File: src/pss_defs.vh
`ifndef PSS_DEFS_VH
`define PSS_DEFS_VH
// ****************************************
// wishbone register map (byte addresses, byte = 4*index)
// ****************************************
`define PSS_ADDR_CTRL      8'h00
`define PSS_ADDR_STATUS    8'h04
`define PSS_ADDR_SEQCFG    8'h08
`define PSS_ADDR_SLOTA     8'h0c
`define PSS_ADDR_SLOTB     8'h10
`define PSS_ADDR_EVENTS    8'h14
`define PSS_ADDR_WAKECFG   8'h18
`define PSS_ADDR_FAULT     8'h1c
// ctrl fields
`define PSS_CTRL_AUTO_BOOT 0
`define PSS_CTRL_SYSTEM_DOMAIN_ENABLE    1
`define PSS_CTRL_RELOAD    2
`define PSS_CTRL_DEFSUP    3
`define PSS_CTRL_RDYSEL    4
`define PSS_CTRL_BLINK_LO  8
`define PSS_CTRL_RESET     32'h0000_0011
// fault fields
`define PSS_FAULT_WEAK     0
`define PSS_FAULT_POR      1
// seqcfg fields: [3:0] step code, [7:4] sys end, [11:8] power end, [15:12] max count
`define PSS_SEQCFG_RESET   32'h0000_e849
// slots: 4 bits per id, 8 ids in slota, 6 ids in slotb
`define PSS_SLOTA_RESET    32'h0000_0000
`define PSS_SLOTB_RESET    32'h0000_0000
`define PSS_NUM_IDS        14
// timing, 50 mhz clock
`define PSS_CLK_HZ         50000000
`define PSS_DEBOUNCE_US    10000
`define PSS_RISE_TMO_US    128000
`define PSS_WEAK_WIN_US    10000000
`define PSS_DOMAIN_GAP_US  32
`define PSS_BASE_STEP_US   32
`define PSS_DEBOUNCE_CYC   (`PSS_DEBOUNCE_US * (`PSS_CLK_HZ / 1000000))
`define PSS_RISE_TMO_CYC   (`PSS_RISE_TMO_US * (`PSS_CLK_HZ / 1000000))
`define PSS_WEAK_WIN_CYC   (`PSS_WEAK_WIN_US * (`PSS_CLK_HZ / 1000000))
`define PSS_GAP_CYC        (`PSS_DOMAIN_GAP_US * (`PSS_CLK_HZ / 1000000))
`define PSS_BASE_STEP_CYC  (`PSS_BASE_STEP_US * (`PSS_CLK_HZ / 1000000))
`define PSS_RELOAD_CYC     8
`endif

File: src/pss_sequencer.v
// Implementation choices: the placing of the registers and the Wishbone register port.
`timescale 1ns/1ps
`include "pss_defs.vh"
module pss_sequencer #(
  parameter [31:0] DEBOUNCE_CYC = `PSS_DEBOUNCE_CYC,
  parameter [31:0] RISE_TMO_CYC = `PSS_RISE_TMO_CYC,
  parameter [31:0] WEAK_WIN_CYC = `PSS_WEAK_WIN_CYC
) (
  input  wire        clk_i,
  input  wire        rst_n_i,
  input  wire        core_rail_good_i,
  input  wire        charger_input_detect_i,
  input  wire        charger_above_threshold_i,
  input  wire        headroom_comparator_i,
  input  wire        system_rail_min_i,
  input  wire        battery_good_i,
  input  wire        battery_low_i,
  input  wire        battery_charged_i,
  input  wire        undervoltage_i,
  input  wire        system_domain_enable_i,
  input  wire [13:0] wake_events_i,
  input  wire [8:0]  gpi_event_i,
  input  wire [31:0] wb_adr_i,
  input  wire [31:0] wb_dat_i,
  input  wire [3:0]  wb_sel_i,
  input  wire        wb_we_i,
  input  wire        wb_cyc_i,
  input  wire        wb_stb_i,
  output reg  [31:0] wb_dat_o,
  output reg         wb_ack_o,
  output reg         internal_por_n_o,
  output reg         core_regulator_en_o,
  output reg         charger_en_o,
  output reg         trim_load_o,
  output reg         charger_buck_en_o,
  output reg         config_reload_o,
  output reg  [13:0] supply_en_o,
  output reg         ready_o,
  output reg         host_wake_signal_o,
  output reg         host_reset_n_o,
  output reg         calendar_clear_o,
  output reg         blink_en_o,
  output reg  [13:0] irq_events_o
);
  // ****************************************
  // states
  // ****************************************
  localparam [9:0] S_NOPWR = 10'h001, S_RESET = 10'h002, S_DEBNC = 10'h004,
                   S_RISE  = 10'h008, S_PDOWN = 10'h010, S_RELD  = 10'h020,
                   S_STEP0 = 10'h040, S_GAP   = 10'h080, S_SLOT  = 10'h100,
                   S_DONE  = 10'h200;
  // event bit positions; bits 4,8,9 are seq done, temp, adc
  localparam [13:0] WAKE_MASK = 14'h3cef;
  localparam [13:0] USER_MASK = 14'h0060;

  // ****************************************
  // input synchronisers
  // ****************************************
  wire [10:0] raw_w = {undervoltage_i, battery_charged_i, battery_low_i, battery_good_i,
                       system_domain_enable_i, system_rail_min_i, headroom_comparator_i,
                       charger_above_threshold_i, charger_input_detect_i, core_rail_good_i, 1'b0};
  reg  [10:0] sy1_reg, sy2_reg;
  reg  [13:0] ev1_reg, ev2_reg;
  reg  [8:0]  gp1_reg, gp2_reg;
  always @(posedge clk_i) begin
    if (!rst_n_i) begin
      sy1_reg <= 11'h000;
      sy2_reg <= 11'h000;
      ev1_reg <= 14'h0000;
      ev2_reg <= 14'h0000;
      gp1_reg <= 9'h000;
      gp2_reg <= 9'h000;
    end else begin
      sy1_reg <= raw_w;
      sy2_reg <= sy1_reg;
      ev1_reg <= wake_events_i;
      ev2_reg <= ev1_reg;
      gp1_reg <= gpi_event_i;
      gp2_reg <= gp1_reg;
    end
  end
  wire core_ok = sy2_reg[1], vbus = sy2_reg[2], vch = sy2_reg[3], hdrm = sy2_reg[4];
  wire rail_min = sy2_reg[5], system_domain_enable_pin = sy2_reg[6], bat_good = sy2_reg[7];
  wire bat_low = sy2_reg[8], bat_full = sy2_reg[9], uv = sy2_reg[10];
  reg  vbus_d_reg;

  // ****************************************
  // registers
  // ****************************************
  reg [31:0] ctrl_reg, seqcfg_reg, slota_reg, slotb_reg, wakecfg_reg;
  reg [1:0]  fault_reg;
  reg        emerg_reg;
  reg [9:0]  state_reg;
  reg [3:0]  step_reg;
  reg [31:0] cnt_reg;
  reg [31:0] weak_cnt_reg;
  reg        weak_run_reg;
  reg        from_reset_reg;
  wire [3:0] sys_end = seqcfg_reg[7:4];
  wire [3:0] step_code = seqcfg_reg[3:0];
  wire       system_domain_enable = system_domain_enable_pin | ctrl_reg[`PSS_CTRL_SYSTEM_DOMAIN_ENABLE];
  wire       auto_boot = ctrl_reg[`PSS_CTRL_AUTO_BOOT] & ~emerg_reg;

  // per-id slot lookup and match
  wire [55:0] slots_w = {slotb_reg[23:0], slota_reg};
  wire [13:0] slot_hit;
  genvar gi;
  generate
    for (gi = 0; gi < `PSS_NUM_IDS; gi = gi + 1) begin : g_id
      // ids mapped to slot 0 or unmapped never match a running step
      assign slot_hit[gi] = (slots_w[gi*4 +: 4] == step_reg) && (step_reg != 4'h0);
    end
  endgenerate

  // wake qualification: gpi needs mode and unmasked interrupt
  wire       gpi_wake = |(gp2_reg & wakecfg_reg[8:0] & ~wakecfg_reg[24:16]);
  wire [13:0] wake_src = ev2_reg & WAKE_MASK & (emerg_reg ? USER_MASK : 14'h3fff);
  wire       wake = (|wake_src) | (gpi_wake & (1'b1));

  // step interval doubles with every second code step from the base (code bits [3:1])
  wire [31:0] step_cyc = `PSS_BASE_STEP_CYC << step_code[3:1];

  // ****************************************
  // bus slave: single-cycle ack, dropped after one cycle
  // ****************************************
  wire       wb_go = wb_cyc_i & wb_stb_i & ~wb_ack_o;
  wire       wb_wr = wb_go & wb_we_i & wb_sel_i[0];
  wire [7:0] adr = wb_adr_i[7:0];
  always @(posedge clk_i) begin
    if (!rst_n_i) begin
      wb_ack_o <= 1'b0;
      wb_dat_o <= 32'h0000_0000;
    end else begin
      wb_ack_o <= wb_go;
      if (wb_go) begin
        case (adr)
          `PSS_ADDR_CTRL:    wb_dat_o <= ctrl_reg;
          `PSS_ADDR_STATUS:  wb_dat_o <= {14'h0000, emerg_reg, ready_o, step_reg, 2'h0, state_reg};
          `PSS_ADDR_SEQCFG:  wb_dat_o <= seqcfg_reg;
          `PSS_ADDR_SLOTA:   wb_dat_o <= slota_reg;
          `PSS_ADDR_SLOTB:   wb_dat_o <= slotb_reg;
          `PSS_ADDR_EVENTS:  wb_dat_o <= {18'h00000, irq_events_o};
          `PSS_ADDR_WAKECFG: wb_dat_o <= wakecfg_reg;
          `PSS_ADDR_FAULT:   wb_dat_o <= {30'h0000_0000, fault_reg};
          default:           wb_dat_o <= 32'h0000_0000;
        endcase
      end
    end
  end

  // ****************************************
  // main state machine
  // ****************************************
  always @(posedge clk_i) begin
    if (!rst_n_i) begin
      state_reg <= S_NOPWR;
      step_reg <= 4'h0;
      cnt_reg <= 32'h0000_0000;
      ctrl_reg <= `PSS_CTRL_RESET;
      seqcfg_reg <= `PSS_SEQCFG_RESET;
      slota_reg <= `PSS_SLOTA_RESET;
      slotb_reg <= `PSS_SLOTB_RESET;
      wakecfg_reg <= 32'h0000_0000;
      fault_reg <= 2'h0;
      emerg_reg <= 1'b0;
      weak_cnt_reg <= 32'h0000_0000;
      weak_run_reg <= 1'b0;
      from_reset_reg <= 1'b0;
      vbus_d_reg <= 1'b0;
      internal_por_n_o <= 1'b0;
      core_regulator_en_o <= 1'b0;
      charger_en_o <= 1'b0;
      trim_load_o <= 1'b0;
      charger_buck_en_o <= 1'b0;
      config_reload_o <= 1'b0;
      supply_en_o <= 14'h0000;
      ready_o <= 1'b0;
      host_wake_signal_o <= 1'b0;
      host_reset_n_o <= 1'b0;
      calendar_clear_o <= 1'b0;
      blink_en_o <= 1'b0;
      irq_events_o <= 14'h0000;
    end else begin
      vbus_d_reg <= vbus;
      trim_load_o <= 1'b0;
      config_reload_o <= 1'b0;
      calendar_clear_o <= 1'b0;
      // sticky event record, set wins over write-one-clear
      irq_events_o <= (irq_events_o & ~((wb_wr && adr == `PSS_ADDR_EVENTS) ? wb_dat_i[13:0] : 14'h0000))
                      | ev2_reg;
      if (wb_wr) begin
        case (adr)
          `PSS_ADDR_CTRL:    ctrl_reg <= wb_dat_i;
          `PSS_ADDR_SEQCFG:  seqcfg_reg <= wb_dat_i;
          `PSS_ADDR_SLOTA:   slota_reg <= wb_dat_i;
          `PSS_ADDR_SLOTB:   slotb_reg <= wb_dat_i;
          `PSS_ADDR_WAKECFG: wakecfg_reg <= wb_dat_i;
          default: ;
        endcase
      end
      // clear first, so a weak-start set in the same cycle wins
      if (wb_wr && adr == `PSS_ADDR_FAULT)
        fault_reg <= fault_reg & ~wb_dat_i[1:0];
      // weak-start window after host reset release
      if (weak_run_reg) begin
        if (uv && weak_cnt_reg < WEAK_WIN_CYC) begin
          fault_reg[`PSS_FAULT_WEAK] <= 1'b1;
          emerg_reg <= 1'b1;
        end
        weak_cnt_reg <= weak_cnt_reg + 32'h0000_0001;
        if (weak_cnt_reg >= WEAK_WIN_CYC) weak_run_reg <= 1'b0;
      end
      if (emerg_reg && bat_full) emerg_reg <= 1'b0;
      blink_en_o <= emerg_reg & (ctrl_reg[11:8] != 4'h0);
      if (!core_ok && state_reg != S_NOPWR) begin
        // core rail collapse: back to no-power with power, charger and host outputs off
        state_reg <= S_NOPWR;
        internal_por_n_o <= 1'b0;
        core_regulator_en_o <= 1'b0;
        charger_en_o <= 1'b0;
        charger_buck_en_o <= 1'b0;
        supply_en_o <= 14'h0000;
        ready_o <= 1'b0;
        host_reset_n_o <= 1'b0;
        host_wake_signal_o <= 1'b0;
      // undervoltage forces reset mode from any powered state
      end else if (uv && state_reg != S_NOPWR && state_reg != S_RESET) begin
        state_reg <= S_RESET; supply_en_o <= 14'h0000; ready_o <= 1'b0;
        host_reset_n_o <= 1'b0; charger_buck_en_o <= 1'b0;
      end else begin
        case (state_reg)
          S_NOPWR: begin
            internal_por_n_o <= 1'b0;
            if (core_ok) begin
              internal_por_n_o <= 1'b1; core_regulator_en_o <= 1'b1;
              calendar_clear_o <= 1'b1; fault_reg <= 2'h0;
              state_reg <= S_RESET;
            end
          end
          S_RESET: begin
            host_reset_n_o <= 1'b0; host_wake_signal_o <= 1'b0;
            cnt_reg <= 32'h0000_0000;
            if (vbus && !vbus_d_reg && (bat_low || emerg_reg)) begin
              charger_en_o <= 1'b1; trim_load_o <= 1'b1;
              state_reg <= S_DEBNC;
            end else if (bat_good && !bat_low) begin
              trim_load_o <= 1'b1; state_reg <= S_RISE;
            end
          end
          S_DEBNC: begin
            cnt_reg <= cnt_reg + 32'h0000_0001;
            if (cnt_reg >= DEBOUNCE_CYC - 32'h0000_0001) begin
              cnt_reg <= 32'h0000_0000;
              if (!vch) begin
                charger_en_o <= 1'b0; state_reg <= S_RESET;
              end else if (hdrm) begin
                charger_buck_en_o <= 1'b1; state_reg <= S_RISE;
              end
            end
          end
          S_RISE: begin
            cnt_reg <= cnt_reg + 32'h0000_0001;
            if (rail_min || bat_good) begin
              from_reset_reg <= 1'b1; state_reg <= S_PDOWN;
            end else if (cnt_reg >= RISE_TMO_CYC - 32'h0000_0001) begin
              charger_buck_en_o <= 1'b0; state_reg <= S_RESET;
            end
          end
          S_PDOWN: begin
            cnt_reg <= 32'h0000_0000;
            if (from_reset_reg && auto_boot && !emerg_reg) begin
              host_wake_signal_o <= 1'b1;
              from_reset_reg <= 1'b0;
              if (system_domain_enable) state_reg <= S_RELD;
            end else if (system_domain_enable && (auto_boot || wake)) begin
              from_reset_reg <= 1'b0; state_reg <= S_RELD;
            end
          end
          S_RELD: begin
            // supply and timer config reloaded before any step runs
            config_reload_o <= (ctrl_reg[`PSS_CTRL_RELOAD] | ~from_reset_reg);
            cnt_reg <= cnt_reg + 32'h0000_0001;
            if (cnt_reg >= `PSS_RELOAD_CYC) begin
              cnt_reg <= 32'h0000_0000; step_reg <= 4'h0; state_reg <= S_STEP0;
            end
          end
          S_STEP0: begin
            if (ctrl_reg[`PSS_CTRL_DEFSUP]) supply_en_o <= supply_en_o | slotb_reg[31:18];
            if (system_domain_enable) begin
              ready_o <= ctrl_reg[`PSS_CTRL_RDYSEL];
              state_reg <= S_GAP;
            end
          end
          S_GAP: begin
            cnt_reg <= cnt_reg + 32'h0000_0001;
            if (cnt_reg >= `PSS_GAP_CYC - 1) begin
              cnt_reg <= 32'h0000_0000;
              if (step_reg == sys_end) begin
                ready_o <= 1'b0; irq_events_o[4] <= 1'b1;
                host_reset_n_o <= 1'b1; host_wake_signal_o <= 1'b0;
                weak_run_reg <= 1'b1; weak_cnt_reg <= 32'h0000_0000;
                state_reg <= S_DONE;
              end else begin
                step_reg <= step_reg + 4'h1; state_reg <= S_SLOT;
              end
            end
          end
          S_SLOT: begin
            if (cnt_reg == 32'h0000_0000) supply_en_o <= supply_en_o | slot_hit;
            cnt_reg <= cnt_reg + 32'h0000_0001;
            if (cnt_reg >= step_cyc - 32'h0000_0001) begin
              cnt_reg <= 32'h0000_0000;
              if (step_reg == sys_end) state_reg <= S_GAP;
              else step_reg <= step_reg + 4'h1;
            end
          end
          S_DONE: begin
            if (!system_domain_enable) begin
              supply_en_o <= 14'h0000; step_reg <= 4'h0; state_reg <= S_PDOWN;
            end
          end
          default: state_reg <= S_RESET;
        endcase
      end
    end
  end
endmodule

File: config.mk
export PLATFORM = sky130hd
export DESIGN_NAME = pss_sequencer
export DESIGN_NICKNAME = d
export VERILOG_FILES = /design/src/pss_sequencer.v
export VERILOG_INCLUDE_DIRS = /design/src /design/src/src
export SDC_FILE = /design/constraint.sdc
export NUM_CORES = 1
export LEC_CHECK = 0
export BUFFER_PORTS_ARGS = -buffer_cell sky130_fd_sc_hd__buf_2
export CAP_MARGIN = 20
export CORE_MARGIN = 4
export CORE_UTILIZATION = 50
export CTS_BUF_LIST = sky130_fd_sc_hd__clkbuf_16
export DETAILED_ROUTE_END_ITERATION = 8
export PLACE_DENSITY = 0.69
export SLEW_MARGIN = 40
export SYNTH_ARGS = -nofsm -noshare
export SYNTH_HDL_FRONTEND = slang
export SYNTH_SLANG_ARGS = --single-unit
File: constraint.sdc
create_clock -name clk_i -period 3.66 [get_ports clk_i]
set_clock_uncertainty 0.1 [all_clocks]
set_input_delay 0.915 -clock clk_i [delete_from_list [all_inputs] [get_ports clk_i]]
set_output_delay 0.915 -clock clk_i [all_outputs]
set_load 0.01 [all_outputs]
==> run_results.csv <==
group,metric,value,unit
outcome,status,"completed",
setup_path,critical_path.max_fanout,8,
synthesis,ys_seq_area_share,44.7,%
clocking,clkTransAtPathRegs,60,ps
global_routing,grt.overflow.total,0,
power,max-vdd-ir-drop,0.000394,V
clocking,cts_buffers,41,
flow_run,drv_cap,0,
synthesis,syn-num-nets,2246,
floorplanning,initial_core_util,50.9,%
timing,worst_slack,189,ps
setup_path,crit_chain,"inv_1, ha_1, buf_4, nor2_1, and3_1, xnor2_1, nand2_1, ha_1, nand4_1, nor4_1, buf_4, o41ai_4, buf_4, or2_2, o311a_1",
global_routing,grt_usage,27.2,%
clocking,postCtsHoldBufs,0,
setup_path,arrival,3790,ps
floorplanning,rows,67,
clocking,cts_tree,"built",
setup_path,end_kind,"register",
layout,layout_commonest_cell,"nand2_1",
floorplanning,die_y,193,um
floorplanning,die_area,37200,um2
setup_path,critPathKind,"register to register",
route,wl_per_cell,19.4,um
timing,setup_viol,0,
setup_path,max_stage_delay,420,ps
route,vias,15884,
route,drt_iter0_markers,1762,
timing,fin_crit_sh,94.8,%
route,antenna_left,0,
layout,syn_to_final_growth,15.9,%
synthesis,syn_avg_cell_area,8.07,um2
power,power.density,467,nW/um2
synthesis,syn_area,17100,um2
clocking,clock_latency,540,ps
synthesis,syn_inst,2118,
global_routing,antenna_found_initial,0,
setup_path,startpoint_type,"register",
placed_design,dp_hpwl,36200,um
setup_path,cpLargestDelayFamily,"simple AND/OR/NAND/NOR gates",
global_routing,grt_pass1_vias,14831,
timing,drv_slew,0,
placed_design,place_ws,93.8,ps
layout,mostFrequentLayoutCells,"nand2_1 (450), dfxtp_1 (382), a21oi_1 (260)",
placed_design,gp_congestion,0.926,
setup_path,path_buf_inv,4,
clocking,cts_root_buf,"clkbuf_16",
layout,final.fill_count,3024,
worst_hold_path,hold_path_class,"register to register",
route,wl,52400,um
timing,worst_pin_slew,836,ps
synthesis,async_flop_share,0,%
synthesis,synth.distinct_cells,81,
floorplanning,die_width,193,um
synthesis,synth_warnings,0,
global_routing,grt_max_degree,202,
setup_path,worst_path_max_delay_cell,"dfxtp_1",
timing,slew_headroom,43.8,%
placed_design,io_buffers,150,
route,dr.pass1.iters,6,
clocking,clock_sinks,382,
layout,postLayoutCoreUtil,58.9,%
synthesis,synth_seq_cells,382,
timing,fmaxAchievable,288,MHz
power,p_leak,7.34,nW
clocking,cts_buffer_depth,3,
layout,nets,2360,
route,vias_per_cell,5.87,
setup_path,cpMostUsedCell,"buf_4",
global_routing,grt_pass1_wl,80800,um
timing,post-route-min-period,3470,ps
route,drc_errors,0,
timing,hold_violations,0,
synthesis,synth_edf_count,0,
layout,antenna_cells,0,
floorplanning,ioPinCount,178,
layout,drive_gt1_share,13.9,%
synthesis,synth_top_flop_cell,"dfxtp_1",
floorplanning,core_area,33600,um2
clocking,h-tree-depth,2,
setup_path,worstPathRequired,3980,ps
stage by stage:
stage	cells	setup TNS, ps	area (um2)	total power [mW]	hold WS (ps)
2_1_floorplan	2118	0	17100	4.92	308
3_3_place_gp	2635	0	18400	5.25	316
3_5_place_dp	2635	0	18400	5.26	313
4_1_cts	2706	0	19800	9.29	325
5_1_grt	2708	-39.6	19800	9.55	342
6_report	2708	0	19800	9.25	326
worst register-to-register path, cell delays in order, from the launching register on:
cell and delay, ps:
dfxtp_1 420, inv_1 130, ha_1 230, buf_4 150, nor2_1 110, and3_1 180, xnor2_1 120, nand2_1 90
ha_1 270, nand4_1 150, nor4_1 340, buf_4 180, o41ai_4 70, buf_4 180, or2_2 310, o311a_1 330
synth_stat cells, types with 7 or more instances:
master,instances,area share [%]
o21ai_0,37,1.1
nor2_1,142,3.1
nand3b_1,11,0.48
and3_1,20,0.73
a31o_2,8,0.41
nand3_1,72,2.1
nand4_1,32,1.2
or2_2,7,0.26
a222oi_1,16,0.94
buf_2,11,0.32
clkbuf_1,131,2.9
inv_1,19,0.42
a22o_1,8,0.41
ha_1,22,1.6
nor2b_1,8,0.29
and2_1,75,2.7
a21oi_1,261,7.6
a21o_1,19,0.83
nand2_1,450,9.9
o31ai_1,16,0.70
xor2_1,57,2.9
a22oi_1,53,2.3
xnor2_1,58,3.0
dfxtp_1,382,45
a221oi_1,7,0.36
buf_1,7,0.15
nor4_1,23,0.84
nor3_1,49,1.4
routing by layer:
layer | global-route usage (%) | routed length (um) | vias to the layer above | share of wire (%)
li1 | - | - | 7568 | -
met1 | 38.0 | 22300 | 7542 | 43
met2 | 42.6 | 23600 | 688 | 45
met3 | 6.02 | 5260 | 86 | 10
met4 | 7.84 | 1280 | 0 | 2.4
met5 | 0 | 0 | - | 0
power by group:
group          leakage (nW)  switching [mW]  internal [mW]
sequential             3.09          0.0428           4.23
combinational          3.59           0.617          0.316
clock                 0.665            1.66           2.39
worst paths after layout:
| check | cells after the start | slack, ps | to | startpoint |
|---|---|---|---|---|
| hold reg to reg | 1 | 330 | emerg_reg | sy2_reg[9] |
| setup reg to reg | 15 | 190 | step_reg[2] | seqcfg_reg[2] |
| hold / removal | 1 | 330 | emerg_reg | sy2_reg[9] |
| setup / recovery | 15 | 190 | step_reg[2] | seqcfg_reg[2] |
cells by family (layout without fill, tap and decap cells):
| logic type | Yosys count | count (layout) | synth area share, % |
|---|---|---|---|
| simple gates | 944 | 944 | 25.8 |
| mux | 7 | 7 | 0.439 |
| compound gates | 479 | 479 | 17.7 |
| fa+ha+maj | 22 | 22 | 1.61 |
| xor+xnor | 115 | 115 | 5.89 |
| flops | 382 | 382 | 44.7 |
| buf+inv | 169 | 311 | 3.83 |
final cells by class:
cell class | instances | area, um2 | area share (%)
Inverter | 19 | 76.3 | 0.385
Multi-Input combinational cell | 1567 | 8820 | 44.5
Clock inverter | 28 | 230 | 1.16
Clock buffer | 43 | 1080 | 5.43
Sequential cell | 382 | 7650 | 38.6
Tap cell | 448 | 561 | 2.83
Timing Repair Buffer | 221 | 1400 | 7.09
what timing repair did:
item | 4_1_cts | 5_1_grt
setup endpoints to repair | 0 | 43
resized for setup | 0 | 6
buffers inserted | 0 | 1
Note: power is estimated with default switching activity, not from simulation.
